==> config.mk <==
export PLATFORM = sky130hd
export DESIGN_NAME = ldc_top
export DESIGN_NICKNAME = d
export VERILOG_FILES = /design/src/core/ldc_pkg.sv /design/src/core/ldc_buf.sv /design/src/core/ldc_top.sv
export SDC_FILE = /design/constraint.sdc
export NUM_CORES = 1
export LEC_CHECK = 0
export BUFFER_PORTS_ARGS = -buffer_cell sky130_fd_sc_hd__buf_2
export CAP_MARGIN = 20
export CORE_MARGIN = 4
export CORE_UTILIZATION = 45
export CTS_BUF_LIST = sky130_fd_sc_hd__clkbuf_4
export DETAILED_ROUTE_END_ITERATION = 12
export HOLD_SLACK_MARGIN = 0.05
export PLACE_DENSITY_LB_ADDON = 0.12
export SLEW_MARGIN = 10
export SYNTH_ARGS = -nofsm -noshare
export SYNTH_HDL_FRONTEND = slang
export SYNTH_SLANG_ARGS = --single-unit
==> constraint.sdc <==
create_clock -name clock -period 2.1 [get_ports clock]
set_input_delay 0.21 -clock clock [delete_from_list [all_inputs] [get_ports clock]]
set_output_delay 0.21 -clock clock [all_outputs]
set_load 0.02 [all_outputs]
==> src/core/ldc_pkg.sv <==
// Package: constants, register map and modes of the cascade driver
package ldc_pkg;
  localparam int unsigned ADDR_W = 8;
  localparam int unsigned DATA_W = 32;
  localparam int unsigned CHANNELS = 80;
  localparam int unsigned HALF_CHANNELS = 40;
  localparam int unsigned NIBBLE_W = 4;
  localparam int unsigned COUNT_W = 7;

  localparam logic [COUNT_W-1:0] LOADS_PARALLEL = 7'd20;
  localparam logic [COUNT_W-1:0] LOADS_SERIAL   = 7'd80;

  localparam logic [ADDR_W-1:0] OFS_CTRL   = 8'h00;
  localparam logic [ADDR_W-1:0] OFS_STATUS = 8'h04;
  localparam logic [ADDR_W-1:0] OFS_DATA0  = 8'h08;
  localparam logic [ADDR_W-1:0] OFS_DATA1  = 8'h0C;
  localparam logic [ADDR_W-1:0] OFS_DATA2  = 8'h10;

  localparam int unsigned CTRL_COMMON_BIT = 0;
  localparam int unsigned CTRL_AMS_BIT    = 1;
  localparam int unsigned CTRL_SHL_BIT    = 2;
  localparam int unsigned CTRL_FREEZE_BIT = 3;
  localparam int unsigned CTRL_W          = 4;
  localparam logic [CTRL_W-1:0] CTRL_RESET = 4'h0;

  localparam int unsigned STAT_ENABLED_BIT = 0;
  localparam int unsigned STAT_PASSED_BIT  = 1;
  localparam int unsigned STAT_FULL_BIT    = 2;
  localparam int unsigned STAT_COUNT_LSB   = 8;

  localparam int unsigned BUF_DEPTH = 2;

  typedef enum logic [1:0] {
    MODE_SEG_PARALLEL,
    MODE_SEG_SERIAL,
    MODE_COM_SINGLE,
    MODE_COM_DUAL
  } ldc_mode_e;

  function automatic ldc_mode_e ldc_decode_mode(input logic common_sel, input logic application_mode_select);
    ldc_mode_e m;
    m = MODE_SEG_PARALLEL;
    if (!common_sel && application_mode_select) m = MODE_SEG_SERIAL;
    if (common_sel && !application_mode_select) m = MODE_COM_SINGLE;
    if (common_sel && application_mode_select) m = MODE_COM_DUAL;
    return m;
  endfunction
endpackage

==> src/core/ldc_buf.sv <==
// Small valid/ready buffer between the data pins and the segment shift register
`timescale 1ns/1ps
`default_nettype none
module ldc_buf #(
  parameter int unsigned WIDTH = 4,
  parameter int unsigned DEPTH = 2
) (
  input  wire logic             clock,
  input  wire logic             reset,
  input  wire logic             in_valid,
  output logic                  in_ready,
  input  wire logic [WIDTH-1:0] in_data,
  output logic                  out_valid,
  input  wire logic             out_ready,
  output logic      [WIDTH-1:0] out_data
);
  localparam int unsigned PTR_W = (DEPTH > 1) ? $clog2(DEPTH) : 1;
  localparam int unsigned CNT_W = $clog2(DEPTH + 1);

  logic [WIDTH-1:0] mem_reg [DEPTH];
  logic [PTR_W-1:0] wr_ptr_reg;
  logic [PTR_W-1:0] rd_ptr_reg;
  logic [CNT_W-1:0] count_reg;
  logic             push;
  logic             pop;

  assign in_ready  = (count_reg != CNT_W'(DEPTH));
  assign out_valid = (count_reg != '0);
  assign out_data  = mem_reg[rd_ptr_reg];
  assign push      = in_valid && in_ready;
  assign pop       = out_valid && out_ready;

  function automatic logic [PTR_W-1:0] bump(input logic [PTR_W-1:0] p);
    return (p == PTR_W'(DEPTH - 1)) ? '0 : p + PTR_W'(1);
  endfunction

  always_ff @(posedge clock) begin
    if (push) mem_reg[wr_ptr_reg] <= in_data;
  end

  always_ff @(posedge clock) begin
    if (reset) begin
      wr_ptr_reg <= '0;
      rd_ptr_reg <= '0;
      count_reg  <= '0;
    end else begin
      if (push) wr_ptr_reg <= bump(wr_ptr_reg);
      if (pop) rd_ptr_reg <= bump(rd_ptr_reg);
      if (push && !pop) count_reg <= count_reg + CNT_W'(1);
      else if (pop && !push) count_reg <= count_reg - CNT_W'(1);
    end
  end
endmodule // ldc_buf
`default_nettype wire

==> src/core/ldc_top.sv <==
// Cascade enable chain and data routing of an 80-output LCD row/column driver
// How it works
// - With shift direction low the right enable pin is the enable input, the left one the output, and work only while input is low.
// - With shift direction high the left enable pin is the enable input, the right one the output, and work only while it is low.
// - In common mode the enable gating is off, the enable pins are not driven and shifting ignores them.
// - A segment driver passes its enable on after 20 loads in parallel mode or 80 in serial mode.
// - Dual common mode takes left and middle pins as inputs with direction low, right and middle with it high, output at the far end.
// - Dual common mode splits the 80 outputs into two 40-channel chains shifted together on the latch clock.
// - Common select and mode select pick parallel segment, serial segment, single common or dual common mode.
// - Single common mode shifts one bit along the 80-bit chain per latch clock in the chosen direction.
// - A high latch clock restarts the enable chain for the next line.
//
// Chosen here: the APB register port and the register offsets.
`timescale 1ns/1ps
`default_nettype none
module ldc_top
  import ldc_pkg::*;
#(
  parameter int unsigned BUF_WIDTH = NIBBLE_W,
  parameter int unsigned BUF_DEPTH_P = BUF_DEPTH
) (
  input  wire logic                clock,
  input  wire logic                reset,
  input  wire logic                psel,
  input  wire logic                penable,
  input  wire logic                pwrite,
  input  wire logic [ADDR_W-1:0]   paddr,
  input  wire logic [DATA_W-1:0]   pwdata,
  output logic      [DATA_W-1:0]   prdata,
  output logic                     pready,
  output logic                     pslverr,
  input  wire logic                line_latch_clock,
  input  wire logic                data_shift_clock,
  input  wire logic                display_blank_n,
  input  wire logic                data_pin_one_serial_in,
  input  wire logic                left_data_pin_in,
  output logic                     left_data_pin_out,
  output logic                     left_data_pin_oe,
  input  wire logic                middle_data_pin,
  input  wire logic                right_data_pin_in,
  output logic                     right_data_pin_out,
  output logic                     right_data_pin_oe,
  input  wire logic                left_chain_enable_in,
  output logic                     left_chain_enable_out,
  output logic                     left_chain_enable_oe,
  input  wire logic                right_chain_enable_in,
  output logic                     right_chain_enable_out,
  output logic                     right_chain_enable_oe,
  output logic      [CHANNELS-1:0] driver_data,
  output logic                     driver_blank
);
  logic [CTRL_W-1:0]   ctrl_reg;
  logic                shift_clk_prev_reg;
  logic                latch_clk_prev_reg;
  logic [COUNT_W-1:0]  load_count_reg;
  logic                passed_reg;
  logic [CHANNELS-1:0] seg_shift_reg;
  logic [CHANNELS-1:0] seg_latch_reg;
  logic [CHANNELS-1:0] com_chain_reg;
  logic                latch_pending_reg;

  ldc_mode_e           mode;
  logic                serial_mode;
  logic                common_sel;
  logic                shl;
  logic                enable_in_n;
  logic                chip_enabled;
  logic                shift_fall;
  logic                latch_fall;
  logic [COUNT_W-1:0]  loads_needed;
  logic [NIBBLE_W-1:0] pin_word;
  logic                buf_in_ready;
  logic                buf_out_valid;
  logic                buf_out_ready;
  logic [NIBBLE_W-1:0] buf_out_data;
  logic                load_take;
  logic                apb_write;
  logic [DATA_W-1:0]   read_word;
  logic                addr_hit;

  assign common_sel = ctrl_reg[CTRL_COMMON_BIT];
  assign shl        = ctrl_reg[CTRL_SHL_BIT];
  assign mode       = ldc_decode_mode(common_sel, ctrl_reg[CTRL_AMS_BIT]);

  // Serial and parallel segment modes differ only in load width and load count
  assign serial_mode = (mode == MODE_SEG_SERIAL);

  // Enable input follows the shift direction
  assign enable_in_n  = shl ? left_chain_enable_in : right_chain_enable_in;
  assign chip_enabled = !common_sel && !enable_in_n && !passed_reg && !line_latch_clock;

  assign shift_fall = shift_clk_prev_reg && !data_shift_clock;
  assign latch_fall = latch_clk_prev_reg && !line_latch_clock;

  assign loads_needed = serial_mode ? LOADS_SERIAL : LOADS_PARALLEL;
  assign pin_word     = serial_mode ?
                        {{(NIBBLE_W-1){1'b0}}, data_pin_one_serial_in} :
                        {right_data_pin_in, middle_data_pin, left_data_pin_in, data_pin_one_serial_in};

  // A load arriving while the buffer is full is refused and not counted
  assign load_take     = shift_fall && chip_enabled && buf_in_ready;
  // A waiting latch must not stall the drain it waits for
  assign buf_out_ready = !ctrl_reg[CTRL_FREEZE_BIT];

  ldc_buf #(
    .WIDTH (BUF_WIDTH),
    .DEPTH (BUF_DEPTH_P)
  ) u_buf (
    .clock     (clock),
    .reset     (reset),
    .in_valid  (load_take),
    .in_ready  (buf_in_ready),
    .in_data   (pin_word),
    .out_valid (buf_out_valid),
    .out_ready (buf_out_ready),
    .out_data  (buf_out_data)
  );

  // Edge detectors start at the idle low level, so reset makes no false edge
  always_ff @(posedge clock) begin
    if (reset) begin
      shift_clk_prev_reg <= 1'b0;
    end else begin
      shift_clk_prev_reg <= data_shift_clock;
    end
  end

  always_ff @(posedge clock) begin
    if (reset) begin
      latch_clk_prev_reg <= 1'b0;
    end else begin
      latch_clk_prev_reg <= line_latch_clock;
    end
  end

  // Power-down chain: count loads, hand the enable on when full
  always_ff @(posedge clock) begin
    if (reset || line_latch_clock || common_sel) begin
      load_count_reg <= '0;
    end else if (load_take) begin
      load_count_reg <= load_count_reg + COUNT_W'(1);
    end
  end

  // Passed holds until the next line, which also stops the count from wrapping
  always_ff @(posedge clock) begin
    if (reset || line_latch_clock || common_sel) begin
      passed_reg <= 1'b0;
    end else if (load_take && (load_count_reg + COUNT_W'(1) == loads_needed)) begin
      passed_reg <= 1'b1;
    end
  end

  // Segment shift register fed from the buffer
  always_ff @(posedge clock) begin
    if (reset) begin
      seg_shift_reg <= '0;
    end else if (buf_out_valid && buf_out_ready) begin
      if (serial_mode) begin
        seg_shift_reg <= shl ? {buf_out_data[0], seg_shift_reg[CHANNELS-1:1]} :
                               {seg_shift_reg[CHANNELS-2:0], buf_out_data[0]};
      end else begin
        seg_shift_reg <= shl ? {buf_out_data, seg_shift_reg[CHANNELS-1:NIBBLE_W]} :
                               {seg_shift_reg[CHANNELS-NIBBLE_W-1:0], buf_out_data};
      end
    end
  end

  // Latch waits for the buffer to drain so no queued word misses its line
  always_ff @(posedge clock) begin
    if (reset) begin
      latch_pending_reg <= 1'b0;
    end else begin
      if (latch_pending_reg && !buf_out_valid) latch_pending_reg <= 1'b0;
      // A new fall in the same cycle wins over the clear
      if (latch_fall && !common_sel) latch_pending_reg <= 1'b1;
    end
  end

  always_ff @(posedge clock) begin
    if (reset) begin
      seg_latch_reg <= '0;
    end else if (latch_pending_reg && !buf_out_valid) begin
      seg_latch_reg <= seg_shift_reg;
    end
  end

  // Common chain shifts on the latch clock, enable pins ignored
  always_ff @(posedge clock) begin
    if (reset) begin
      com_chain_reg <= '0;
    end else if (latch_fall && common_sel) begin
      unique case (mode)
        MODE_COM_DUAL: begin
          if (!shl) begin
            com_chain_reg <= {com_chain_reg[CHANNELS-2:HALF_CHANNELS], middle_data_pin,
                              com_chain_reg[HALF_CHANNELS-2:0], left_data_pin_in};
          end else begin
            com_chain_reg <= {right_data_pin_in, com_chain_reg[CHANNELS-1:HALF_CHANNELS+1],
                              middle_data_pin, com_chain_reg[HALF_CHANNELS-1:1]};
          end
        end
        default: begin
          com_chain_reg <= shl ? {right_data_pin_in, com_chain_reg[CHANNELS-1:1]} :
                                 {com_chain_reg[CHANNELS-2:0], left_data_pin_in};
        end
      endcase
    end
  end

  // Enable pins: only the output end of the chain is driven, and only in segment mode
  always_ff @(posedge clock) begin
    if (reset) begin
      left_chain_enable_out  <= 1'b1;
      left_chain_enable_oe   <= 1'b0;
      right_chain_enable_out <= 1'b1;
      right_chain_enable_oe  <= 1'b0;
    end else begin
      left_chain_enable_out  <= !passed_reg;
      right_chain_enable_out <= !passed_reg;
      left_chain_enable_oe   <= !common_sel && !shl;
      right_chain_enable_oe  <= !common_sel && shl;
    end
  end

  // Data pins follow the far end of the common chain one cycle late
  always_ff @(posedge clock) begin
    if (reset) begin
      left_data_pin_out  <= 1'b0;
      left_data_pin_oe   <= 1'b0;
      right_data_pin_out <= 1'b0;
      right_data_pin_oe  <= 1'b0;
    end else begin
      left_data_pin_out  <= com_chain_reg[0];
      right_data_pin_out <= com_chain_reg[CHANNELS-1];
      left_data_pin_oe   <= common_sel && shl;
      right_data_pin_oe  <= common_sel && !shl;
    end
  end

  always_ff @(posedge clock) begin
    if (reset) begin
      driver_data <= '0;
    end else begin
      driver_data <= common_sel ? com_chain_reg : seg_latch_reg;
    end
  end

  always_ff @(posedge clock) begin
    if (reset) begin
      driver_blank <= 1'b1;
    end else begin
      driver_blank <= !display_blank_n;
    end
  end

  // APB slave: answer one cycle into the access phase, in its second cycle
  assign apb_write = psel && penable && pready && pwrite;

  always_comb begin
    read_word = '0;
    addr_hit  = 1'b1;
    unique case (paddr)
      OFS_CTRL: read_word[CTRL_W-1:0] = ctrl_reg;
      OFS_STATUS: begin
        read_word[STAT_ENABLED_BIT] = chip_enabled;
        read_word[STAT_PASSED_BIT]  = passed_reg;
        read_word[STAT_FULL_BIT]    = !buf_in_ready;
        read_word[STAT_COUNT_LSB +: COUNT_W] = load_count_reg;
      end
      OFS_DATA0: read_word = driver_data[31:0];
      OFS_DATA1: read_word = driver_data[63:32];
      OFS_DATA2: read_word[CHANNELS-65:0] = driver_data[CHANNELS-1:64];
      default: addr_hit = 1'b0;
    endcase
  end

  // Registered answer costs one wait state but keeps the bus outputs glitch free
  always_ff @(posedge clock) begin
    if (reset) begin
      pready <= 1'b0;
    end else begin
      pready <= psel && penable && !pready;
    end
  end

  always_ff @(posedge clock) begin
    if (reset) begin
      pslverr <= 1'b0;
      prdata  <= '0;
    end else if (psel && penable && !pready) begin
      pslverr <= !addr_hit;
      prdata  <= pwrite ? '0 : read_word;
    end else begin
      pslverr <= 1'b0;
      prdata  <= '0;
    end
  end

  always_ff @(posedge clock) begin
    if (reset) begin
      ctrl_reg <= CTRL_RESET;
    end else if (apb_write && paddr == OFS_CTRL) begin
      ctrl_reg <= pwdata[CTRL_W-1:0];
    end
  end
endmodule // ldc_top
`default_nettype wire

==> results of run 1 <==
## report_power, final
part | leakage, nW | switching (W) | internal, W | total [W]
Sequential | 3.17 | 0.00151 | 0.00832 | 0.00984
Clock | 0.713 | 0.00297 | 0.00330 | 0.00627
Combinational | 2.98 | 0.00218 | 0.00207 | 0.00426
## cells by family after synthesis
kind of cell	after synthesis	share of synthesized area
buffers and inverters	153	0.03687
and+or+nand+nor	690	0.1749
DFF	390	0.4733
AOI/OAI and AO/OA	228	0.08597
muxes	274	0.2237
xor gates and xnor gates	7	0.003679
adders and majority gates	2	0.001501
## worst paths after layout
| check | from | end | slack (ps) |
|---|---|---|---|
| min reg2reg | seg_latch_reg[47]$_SDFFE_PP0P_ | seg_latch_reg[47]$_SDFFE_PP0P_ | 460 |
| min | display_blank_n | driver_blank$_SDFF_PP1_ | 160 |
| max | ctrl_reg[0]$_SDFFE_PP0P_ | u_buf.count_reg[1]$_SDFFE_PP0P_ | 10 |
| max reg2reg | ctrl_reg[0]$_SDFFE_PP0P_ | u_buf.count_reg[1]$_SDFFE_PP0P_ | 10 |
## cell type report
cell class	instances	area [µm²]	share of cell area
multi-input combinational	1202	8240	0.4224
sequential	390	7895	0.4047
clock buffer	142	1066	0.05465
antenna	3	7.507	0.0003848
tap	468	585.6	0.03002
timing repair buffer	221	1560	0.07998
inverter	7	31.28	0.001603
clock inverter	16	121.4	0.006222
## per-stage QoR
| step | TNS [ps] | setup slack (ps) | std cells | total power, W |
|---|---|---|---|---|
| after floorplan | 0 | 10.25 | 1744 | 0.01266 |
| after global routing | -147.2 | -73.28 | 2449 | 0.02162 |
| final | 0 | 10.86 | 2449 | 0.02037 |
| after CTS | 0 | 5.872 | 2445 | 0.02054 |
| after global placement | -176.3 | -33.44 | 2259 | 0.01403 |
| after detailed placement | -183.1 | -39.23 | 2259 | 0.01417 |
## worst min-delay path: cells and delay by family
family | cells | cell delay (ps)
simple gates | 1 | 40
buf+inv | 2 | 630
## synthesized netlist by cell type (2+ instances only)
library cell / count / share of area
o31ai_1: 2 / 0.00090
a31oi_1: 4 / 0.0015
nand2_1: 188 / 0.042
mux2_2: 7 / 0.0047
or3_1: 7 / 0.0026
xnor2_1: 4 / 0.0021
o21ai_0: 5 / 0.0015
a22o_1: 4 / 0.0021
nor4_1: 3 / 0.0011
nand3b_1: 9 / 0.0041
buf_4: 4 / 0.0018
ha_1: 2 / 0.0015
nor3b_1: 3 / 0.0014
dfxtp_1: 382 / 0.46
clkbuf_1: 108 / 0.024
and3b_1: 2 / 0.0011
o211ai_1: 2 / 0.00090
nand2b_1: 10 / 0.0038
nor3_1: 76 / 0.023
and2_1: 5 / 0.0019
buf_2: 20 / 0.0060
nor2b_1: 9 / 0.0034
edfxtp_1: 8 / 0.014
or4_1: 3 / 0.0014
o41ai_1: 2 / 0.0011
buf_1: 14 / 0.0032
a211o_1: 2 / 0.0011
inv_1: 5 / 0.0011
inv_2: 2 / 0.00045
mux2i_1: 188 / 0.11
nor2_1: 355 / 0.080
a22oi_1: 4 / 0.0018
o21ai_1: 4 / 0.0012
and3_1: 5 / 0.0019
a2bb2oi_1: 2 / 0.0011
nand3_1: 7 / 0.0021
mux4_2: 78 / 0.11
a211oi_1: 83 / 0.037
a21oi_1: 108 / 0.032
xor2_1: 3 / 0.0016
## metal layers
metal / vias to the layer above / part of all wire / track usage
met2: 443 / 0.43 / 0.3216
met1: 6522 / 0.48 / 0.3444
met3: 50 / 0.073 / 0.05283
met4: 0 / 0.015 / 0.06047
li1: 6510 / - / -
met5: - / 0 / 0
## timing repair
action | CTS | global route
setup buffers | 0 | 1
hold buffers | 27 | 0
cloned | 1 | 0
hold endpoints to repair | 111 | 0
setup endpoints to repair | 5 | 47
resized for setup | 2 | 8
==> key figures, run 1 <==
STA
  • Fin. Hold Viols: 0
  • Final Slew Violations: 0
  • Skew final: 36.34 ps
  • Min Tclk post-route: 2089 ps
  • Hold WS: 156.5 ps
  • Final setup vio count: 0
  • Relative slew slack: 0.4389
  • Fin crit share: 0.9948
  • Least-Margin Pin Slew: 841.7 ps
  • RSZ-0062 raised after global routing: yes
  • Peak Freq: 478.7 MHz

Job
  • Max-cap violations: 0

Pwr
  • Pwr per Cell Area: 1044 nW/µm²
  • Pleak: 6.861 nW
  • Worst vdd ir: 0.7030 mV

Synthesis
  • Syn Nets: 1800
  • Post-synth ARST share: 0
  • Avg Cell Area, Syn: 9.555 µm²
  • Ys flop type: dfxtp_1
  • Cell count after synthesis: 1744
  • Ys Warns: 0
  • Number of distinct library cells after synthesis: 55
  • Seq/Total Area, Yosys: 0.4733
  • Yosys reg bits: 390
  • Post-synth EDFFs: 8
  • Syn Std Cell Area: 16660 µm²

GRT
  • GRT Residual Overflow: 0
  • Largest net degree at the start of global routing: 159
  • First-pass GRT wire length: 73780 µm
  • Vias in the first global route: 12740
  • Initial antenna violation count: 2
  • Overall Global Routing Usage: 0.2258

Layout
  • Fillers: 3408
  • Cell area after layout: 19510 µm²
  • Number of nets in the layout: 1977
  • Final Util: 0.5328
  • Most common cell after layout, fill and taps aside: dfxtp_1
  • P&R area growth vs syn: 17.06%
  • Most frequent cells in the layout: dfxtp_1 (380), nor2_1 (354), mux2i_1 (188), nand2_1 (187), buf_2 (147)
  • Share of cells above drive strength 1: 0.2270

Route
  • DR iter-0 viols: 1171
  • DRC: 0
  • First drt pass iteration count: 5
  • Via density: 5.523
  • Final wirelength: 46790 µm
  • ANT nets after route: 0
  • Wire per inst: 19.11 µm
  • Via Count: 13530

Run status
  • Status: finished clean

Clocking
  • Clock transition at path regs: 60 ps
  • Longest Clk Path Bufs: 3
  • Number of H-tree levels: 3
  • Clock root buffer: clkbuf_4
  • # clock sinks: 390
  • CTS tree: yes
  • CTS buffer count: 99
  • Clock latency on the worst-skew pair: 790 ps

Setup path
  • Startpoint types: flip-flop
  • Crit-path leading delay family: simple AND/OR/NAND/NOR gates
  • Worst Reg2Reg Path Length in Cells: 6
  • Crit Path Category: reg2reg
  • CP Data Required Time: 2790 ps
  • Worst setup EP type: flip-flop
  • WP buf/inv: 1
  • Slowest CP cell: or4b_4
  • Arrival time worst endpoint: 2780 ps
  • Max FO, Critical Path: 5
  • CP max stage delay: 560 ps
  • Stages on worst setup path: 6
  • CP cell instances: or3_4 > or4b_4 > inv_6 > ha_4 > or3_1 > a21oi_1

Placed design
  • Placed Area: 17980 µm²
  • IO buf count: 148
  • Dpl hpwl: 31130 µm
  • Placer Congestion: 0.8814

Floorplanning
  • Initial core utilization: 0.4552
  • Rows: 70
  • DIE HEIGHT: 200.4 µm
  • Core area: 36610 µm²
  • I/O pins: 177
  • Die W: 200.4 µm
  • Die area: 40180 µm²

Hold path
  • Hold/Removal Path Class: in2reg
  • Worst Hold Depth: 3
(Power assumes the default switching activity.)
==> run 2, diff against run 1 <==
--- a/config.mk
+++ b/config.mk
@@ -8,7 +8,7 @@
 export BUFFER_PORTS_ARGS = -buffer_cell sky130_fd_sc_hd__buf_2
 export CAP_MARGIN = 20
 export CORE_MARGIN = 4
-export CORE_UTILIZATION = 45
+export CORE_UTILIZATION = 55
 export CTS_BUF_LIST = sky130_fd_sc_hd__clkbuf_4
 export DETAILED_ROUTE_END_ITERATION = 12
 export HOLD_SLACK_MARGIN = 0.05
==> key figures, run 2 (synthesis results as in run 1) <==
Run status
  • Status: finished clean

STA
  • Fin. Hold Viols: 0 (unchanged)
  • Min Tclk post-route: 2093 ps (+4.134 ps)
  • Final setup vio count: 0 (unchanged)
  • Fin crit share: 0.9968 (+0.001969)
  • RSZ-0062 raised after global routing: yes
  • Least-Margin Pin Slew: 965.4 ps (+123.7 ps)
  • Skew final: 56.34 ps (+20.00 ps)
  • Peak Freq: 477.7 MHz (-0.20%)
  • Relative slew slack: 0.3564 (-0.08248)
  • Final Slew Violations: 0 (unchanged)

Floorplanning
  • Die W: 182.1 µm (-9.2%)
  • Initial core utilization: 0.5593 (+0.1041)
  • Die area: 33150 µm² (-17%)
  • Core area: 29800 µm² (-19%)
  • I/O pins: 177 (unchanged)
  • Rows: 63 (-10%)
  • DIE HEIGHT: 182.1 µm (-9.2%)

Route
  • Via Count: 13630 (+0.80%)
  • DRC: 0 (unchanged)
  • DR iter-0 viols: 1336 (+14%)
  • Final wirelength: 44670 µm (-4.5%)
  • Wire per inst: 18.86 µm (-1.3%)
  • First drt pass iteration count: 8 (+3)
  • ANT nets after route: 0 (unchanged)
  • Via density: 5.755 (+4.2%)

Clocking
  • Clock transition at path regs: 70 ps (about the same)
  • # hold bufs at CTS: 22 (-19%)
  • Clock latency on the worst-skew pair: 780 ps (about the same)
  • Longest Clk Path Bufs: 3 (unchanged)
  • Number of H-tree levels: 3 (unchanged)
  • CTS tree: yes
  • # clock sinks: 390 (unchanged)
  • CTS buffer count: 98 (-1.0%)
  • Clock root buffer: clkbuf_4

Layout
  • Non-Filler Instances: 2369 (-3.3%)
  • Most frequent cells in the layout: dfxtp_1 (380), nor2_1 (354), mux2i_1 (188), nand2_1 (187), buf_2 (147)
  • P&R area growth vs syn: 15.87%
  • Cell area after layout: 19310 µm² (-1.0%)
  • Number of nets in the layout: 1968 (-0.46%)
  • Most common cell after layout, fill and taps aside: dfxtp_1
  • Share of cells above drive strength 1: 0.2236 (-0.003426)

GRT
  • GRT Residual Overflow: 0 (unchanged)
  • Overall Global Routing Usage: 0.2602 (+0.03444)
  • First-pass GRT wire length: 69870 µm (-5.3%)
  • Largest net degree at the start of global routing: 180 (+13%)
  • Initial antenna violation count: 2 (unchanged)
  • Vias in the first global route: 12640 (-0.78%)

Pwr
  • Worst vdd ir: 0.7422 mV (+5.6%)
  • Pleak: 6.822 nW (-0.57%)
  • Pwr per Cell Area: 1046 nW/µm² (+0.16%)

Placed design
  • Placed insts: 2178 (-3.6%)
  • Dpl hpwl: 29550 µm (-5.1%)
  • IO buf count: 148 (unchanged)
  • Placer Congestion: 0.8767 (-0.53%)
  • Placed Area: 17830 µm² (-0.81%)

Setup path
  • Startpoint types: flip-flop
  • Max FO, Critical Path: 6 (+1)
  • Arrival time worst endpoint: 2770 ps (about the same)
  • Worst setup EP type: flip-flop
  • Crit Path Category: reg2reg
  • CP Data Required Time: 2780 ps (about the same)

Hold path
  • Hold/Removal Path Class: in2reg

Job
  • Max-cap violations: 0 (unchanged)
-- run 2: critical path, stage by stage, from the launching register on --
cell and delay, ps:
dfxtp_4 340, or3_4 370, or4b_4 570, clkinv_4 90
ha_4 200, or3_1 350, a21oi_1 120
-- run 2: metrics by stage --
step                      setup slack (ps)  setup TNS [ps]  utilization  hold slack (ps)  power [W]
after floorplan                      10.25               0            -            283.7    0.01266
final                                6.722               0       0.6481            28.18    0.02019
after CTS                           -26.47          -26.47       0.6467           -30.09    0.02028
after global routing                -37.65          -128.0       0.6481            18.88    0.02133
after detailed placement            -86.65          -114.5       0.5985            388.9    0.01408
after global placement              -59.06          -78.93       0.5985            378.5    0.01393
-- run 2: path summary, 6_finish.rpt --
path | start | slack (ps) | endpoint | cells past startpoint
setup / recovery | ctrl_reg[0]$_SDFFE_PP0P_ | 7 | u_buf.count_reg[1]$_SDFFE_PP0P_ | 6
hold / removal | line_latch_clock | 30 | prdata[0]$_SDFF_PP0_ | 5
setup reg to reg | ctrl_reg[0]$_SDFFE_PP0P_ | 7 | u_buf.count_reg[1]$_SDFFE_PP0P_ | 6
hold reg to reg | seg_latch_reg[48]$_SDFFE_PP0P_ | 460 | seg_latch_reg[48]$_SDFFE_PP0P_ | 2
-- run 2: repair_timing --
item | in CTS | in global routing
buffers inserted | 1 | 0
cloned | 0 | 1
endpoints found under the setup margin | 2 | 53
pin swaps | 1 | 1
gates resized for setup | 2 | 3
endpoints found under the hold margin | 52 | 1
-- run 2: routing by layer --
metal | up-vias | part of all wire | GRT usage
li1 | 6489 | - | -
met1 | 6514 | 0.47 | 0.4049
met2 | 573 | 0.43 | 0.3676
met3 | 57 | 0.090 | 0.05601
met4 | 0 | 0.014 | 0.06785
met5 | - | 0 | 0
-- run 2: power breakdown --
part	switching (W)	internal, W	leakage, nW
sequential	0.00146	0.00832	3.17
clock	0.00298	0.00318	0.711
combinational	0.00219	0.00207	2.94
total	0.00662	0.0136	6.82
-- run 2: layout make-up --
type	instances	area, µm²
Fill cell	2465	10490
Multi-Input combinational cell	1201	8218
Sequential cell	390	7895
Timing Repair Buffer	214	1476
Clock buffer	140	1051
Tap cell	390	488.0
Clock inverter	25	145.1
Inverter	7	31.28
Antenna cell	2	5.005
==> run 3, diff against run 2 <==
--- a/config.mk
+++ b/config.mk
@@ -7,8 +7,10 @@
 export LEC_CHECK = 0
 export BUFFER_PORTS_ARGS = -buffer_cell sky130_fd_sc_hd__buf_2
 export CAP_MARGIN = 20
+export CELL_PAD_IN_SITES_DETAIL_PLACEMENT = 1
+export CELL_PAD_IN_SITES_GLOBAL_PLACEMENT = 1
 export CORE_MARGIN = 4
-export CORE_UTILIZATION = 55
+export CORE_UTILIZATION = 43
 export CTS_BUF_LIST = sky130_fd_sc_hd__clkbuf_4
 export DETAILED_ROUTE_END_ITERATION = 12
 export HOLD_SLACK_MARGIN = 0.05
==> key figures, run 3 (synthesis results as in run 1) <==
Clocking
  • CTS buffer count: 103 (+5.1%)
  • Clock latency on the worst-skew pair: 830 ps (+50 ps)
  • Longest Clk Path Bufs: 3 (unchanged)
  • CTS tree: yes
  • Clock root buffer: clkbuf_4
  • Number of H-tree levels: 3 (unchanged)
  • Clock transition at path regs: 70 ps (about the same)
  • # clock sinks: 390 (unchanged)

Setup path
  • WP buf/inv: 1 (unchanged)
  • CP cell instances: or3_4 > or4b_4 > clkinv_4 > ha_4 > or3_4 > a21oi_2
  • Crit Path Category: reg2reg
  • Worst Reg2Reg Path Length in Cells: 6 (unchanged)
  • CP Data Required Time: 2860 ps (+80 ps)
  • Stages on worst setup path: 6 (unchanged)
  • Reg-to-reg endpoint: u_buf.count_reg[1]$_SDFFE_PP0P_
  • Crit-path leading delay family: simple AND/OR/NAND/NOR gates
  • CP Capture Point: u_buf.count_reg[1]$_SDFFE_PP0P_
  • Most frequent CP cell: or3_4
  • Worst R2R Setup Slack: -60 ps (-70 ps)
  • Reg-to-reg critical path startpoint: ctrl_reg[0]$_SDFFE_PP0P_
  • Worst setup EP type: flip-flop
  • CP max stage delay: 560 ps (about the same)
  • Startpoint types: flip-flop
  • CP Launch Point: ctrl_reg[0]$_SDFFE_PP0P_
  • Max FO, Critical Path: 7 (+1)
  • Slowest CP cell: or4b_4
  • Arrival time worst endpoint: 2920 ps (+150 ps)

Route
  • First drt pass iteration count: 6 (-2)
  • Via density: 5.473 (-4.9%)
  • Final wirelength: 51600 µm (+16%)
  • DRC: 0 (unchanged)
  • Via Count: 13820 (+1.4%)
  • DR iter-0 viols: 1028 (-23%)
  • Wire per inst: 20.43 µm (+8.3%)
  • ANT nets after route: 0 (unchanged)

GRT
  • Vias in the first global route: 14090 (+12%)
  • Largest net degree at the start of global routing: 106 (-41%)
  • Overall Global Routing Usage: 0.2406 (-0.01963)
  • Initial antenna violation count: 8 (+6)
  • GRT Residual Overflow: 0 (unchanged)
  • First-pass GRT wire length: 80520 µm (+15%)

Placed design
  • Placed insts: 2305 (+5.8%)
  • Placer Congestion: 0.8561 (-2.3%)
  • Dpl hpwl: 34550 µm (+17%)
  • IO buf count: 148 (unchanged)

Floorplanning
  • Die area: 41970 µm² (+27%)
  • Rows: 71 (+13%)
  • Initial core utilization: 0.4393 (-0.1200)
  • DIE HEIGHT: 204.9 µm (+13%)
  • Core area: 37930 µm² (+27%)
  • Die W: 204.9 µm (+13%)
  • I/O pins: 177 (unchanged)

STA
  • Relative slew slack: 0.4266 (+0.07020)
  • Final setup vio count: 1 (+1)
  • Fin. Hold Viols: 0 (unchanged)
  • Peak Freq: 463.2 MHz (-3.0%)
  • Post-route setup slack: -58.89 ps (-65.61 ps)
  • Skew final: 72.87 ps (+16.53 ps)
  • RSZ-0062 raised after global routing: yes
  • Fin crit share: 1.028 (+0.03124)
  • Final Slew Violations: 0 (unchanged)
  • Least-Margin Pin Slew: 860.1 ps (-105.3 ps)
  • Hold WS: 147.9 ps (+119.7 ps)
  • Setup TNS: -58.89 ps (-58.89 ps)
  • Min Tclk post-route: 2159 ps (+65.61 ps)

Pwr
  • Pleak: 6.965 nW (+2.1%)
  • Sequential share of power: 0.473 (-0.011)
  • Switch Pwr: 0.006914 W (+4.4%)
  • Sw frac: 0.3338 (+0.005794)
  • Internal Pwr Total: 0.01380 W (+1.7%)
  • Combinational share of power: 0.212 (about the same)
  • Clock power frac: 0.315 (+0.010)
  • Pwr per Cell Area: 1049 nW/µm² (+0.36%)
  • Worst vdd ir: 0.6519 mV (-12%)
  • Total Power: 0.02071 W (+2.6%)

Layout
  • Most frequent cells in the layout: dfxtp_1 (380), nor2_1 (353), mux2i_1 (188), nand2_1 (187), clkbuf_4 (150)
  • Share of cells above drive strength 1: 0.2313 (+0.007772)
  • Number of nets in the layout: 1991 (+1.2%)
  • P&R area growth vs syn: 18.45%
  • Most common cell after layout, fill and taps aside: dfxtp_1
  • Non-Filler Instances: 2526 (+6.6%)
  • Final Util: 0.5204 (-0.1277)

Run status
  • Status: finished, violations left
  • Violated checks: setup timing

Job
  • Max-cap violations: 0 (unchanged)

Hold path
  • Hold/Removal Path Class: in2reg
-- run 3: changes by cell type in the layout (fill, tap and decap cells not counted), sizes merged --
cell,delta
dlygate4sd3,+8
diode,+3
inv,-1
clkinvlp,-1
clkbuf,+10
buf,+10
clkinv,+7
-- run 3: worst min-delay path, delay by kind of cell --
family | cells | cell delay [ps]
AND/OR/NAND/NOR | 2 | 370
AO/OA/AOI/OAI | 2 | 270
buffers and inverters | 1 | 70
-- run 3: cell type report --
| type | count | area (µm²) |
|---|---|---|
| fillers | 4357 | 18190 |
| flip-flops and latches | 390 | 7895 |
| clock inverters | 30 | 155.1 |
| diodes | 5 | 12.51 |
| well taps | 511 | 639.4 |
| clock buffers | 150 | 1126 |
| inverters | 7 | 31.28 |
| multi-input cells | 1201 | 8219 |
| repair buffers | 232 | 1660 |
-- run 3: worst min path at each step --
stage / startpoint / to / slack (ps) / cells after the start
floorplan: display_blank_n / driver_blank$_SDFF_PP1_ / 280 / 1
global placement: display_blank_n / driver_blank$_SDFF_PP1_ / 380 / 2
detailed placement: display_blank_n / driver_blank$_SDFF_PP1_ / 390 / 2
CTS: display_blank_n / driver_blank$_SDFF_PP1_ / 70 / 3
global route: display_blank_n / driver_blank$_SDFF_PP1_ / 130 / 3
finish: paddr[6] / prdata[1]$_SDFF_PP0_ / 150 / 5
-- run 3: repair_timing --
item                       4_1_cts  5_1_grt
setup endpoints to repair        9       84
pin swaps                        0        1
resized for setup                4        4
hold endpoints to repair       216        0
buffers inserted                 0        5
gates cloned                     0        1
hold buffers                    30        0
-- run 3: through the flow --
step                setup WS, ps  instance area (µm²)
floorplan                  10.25                16690
global placement          -17.09                18040
detailed placement        -24.99                18040
CTS                       -1.925                19640
global route              -83.78                19730
finish                    -58.89                19740
-- run 3: power groups by stage --
stage               registers [W]  clock network [W]  logic [W]
CTS                       0.00976            0.00675    0.00439
global placement          0.00990                  0    0.00413
finish                    0.00979            0.00653    0.00439
detailed placement        0.00993                  0    0.00431
floorplan                 0.00927                  0    0.00338
global route              0.00992            0.00718    0.00490
-- run 3: per-layer routing --
metal	global-route usage	routed length (µm)	part of all wire	vias up
li1	-	-	-	6538
met1	0.3502	24850	0.48	6860
met2	0.3634	22890	0.44	358
met3	0.04844	2898	0.056	68
met4	0.07201	957	0.019	0
met5	0	0	0	-
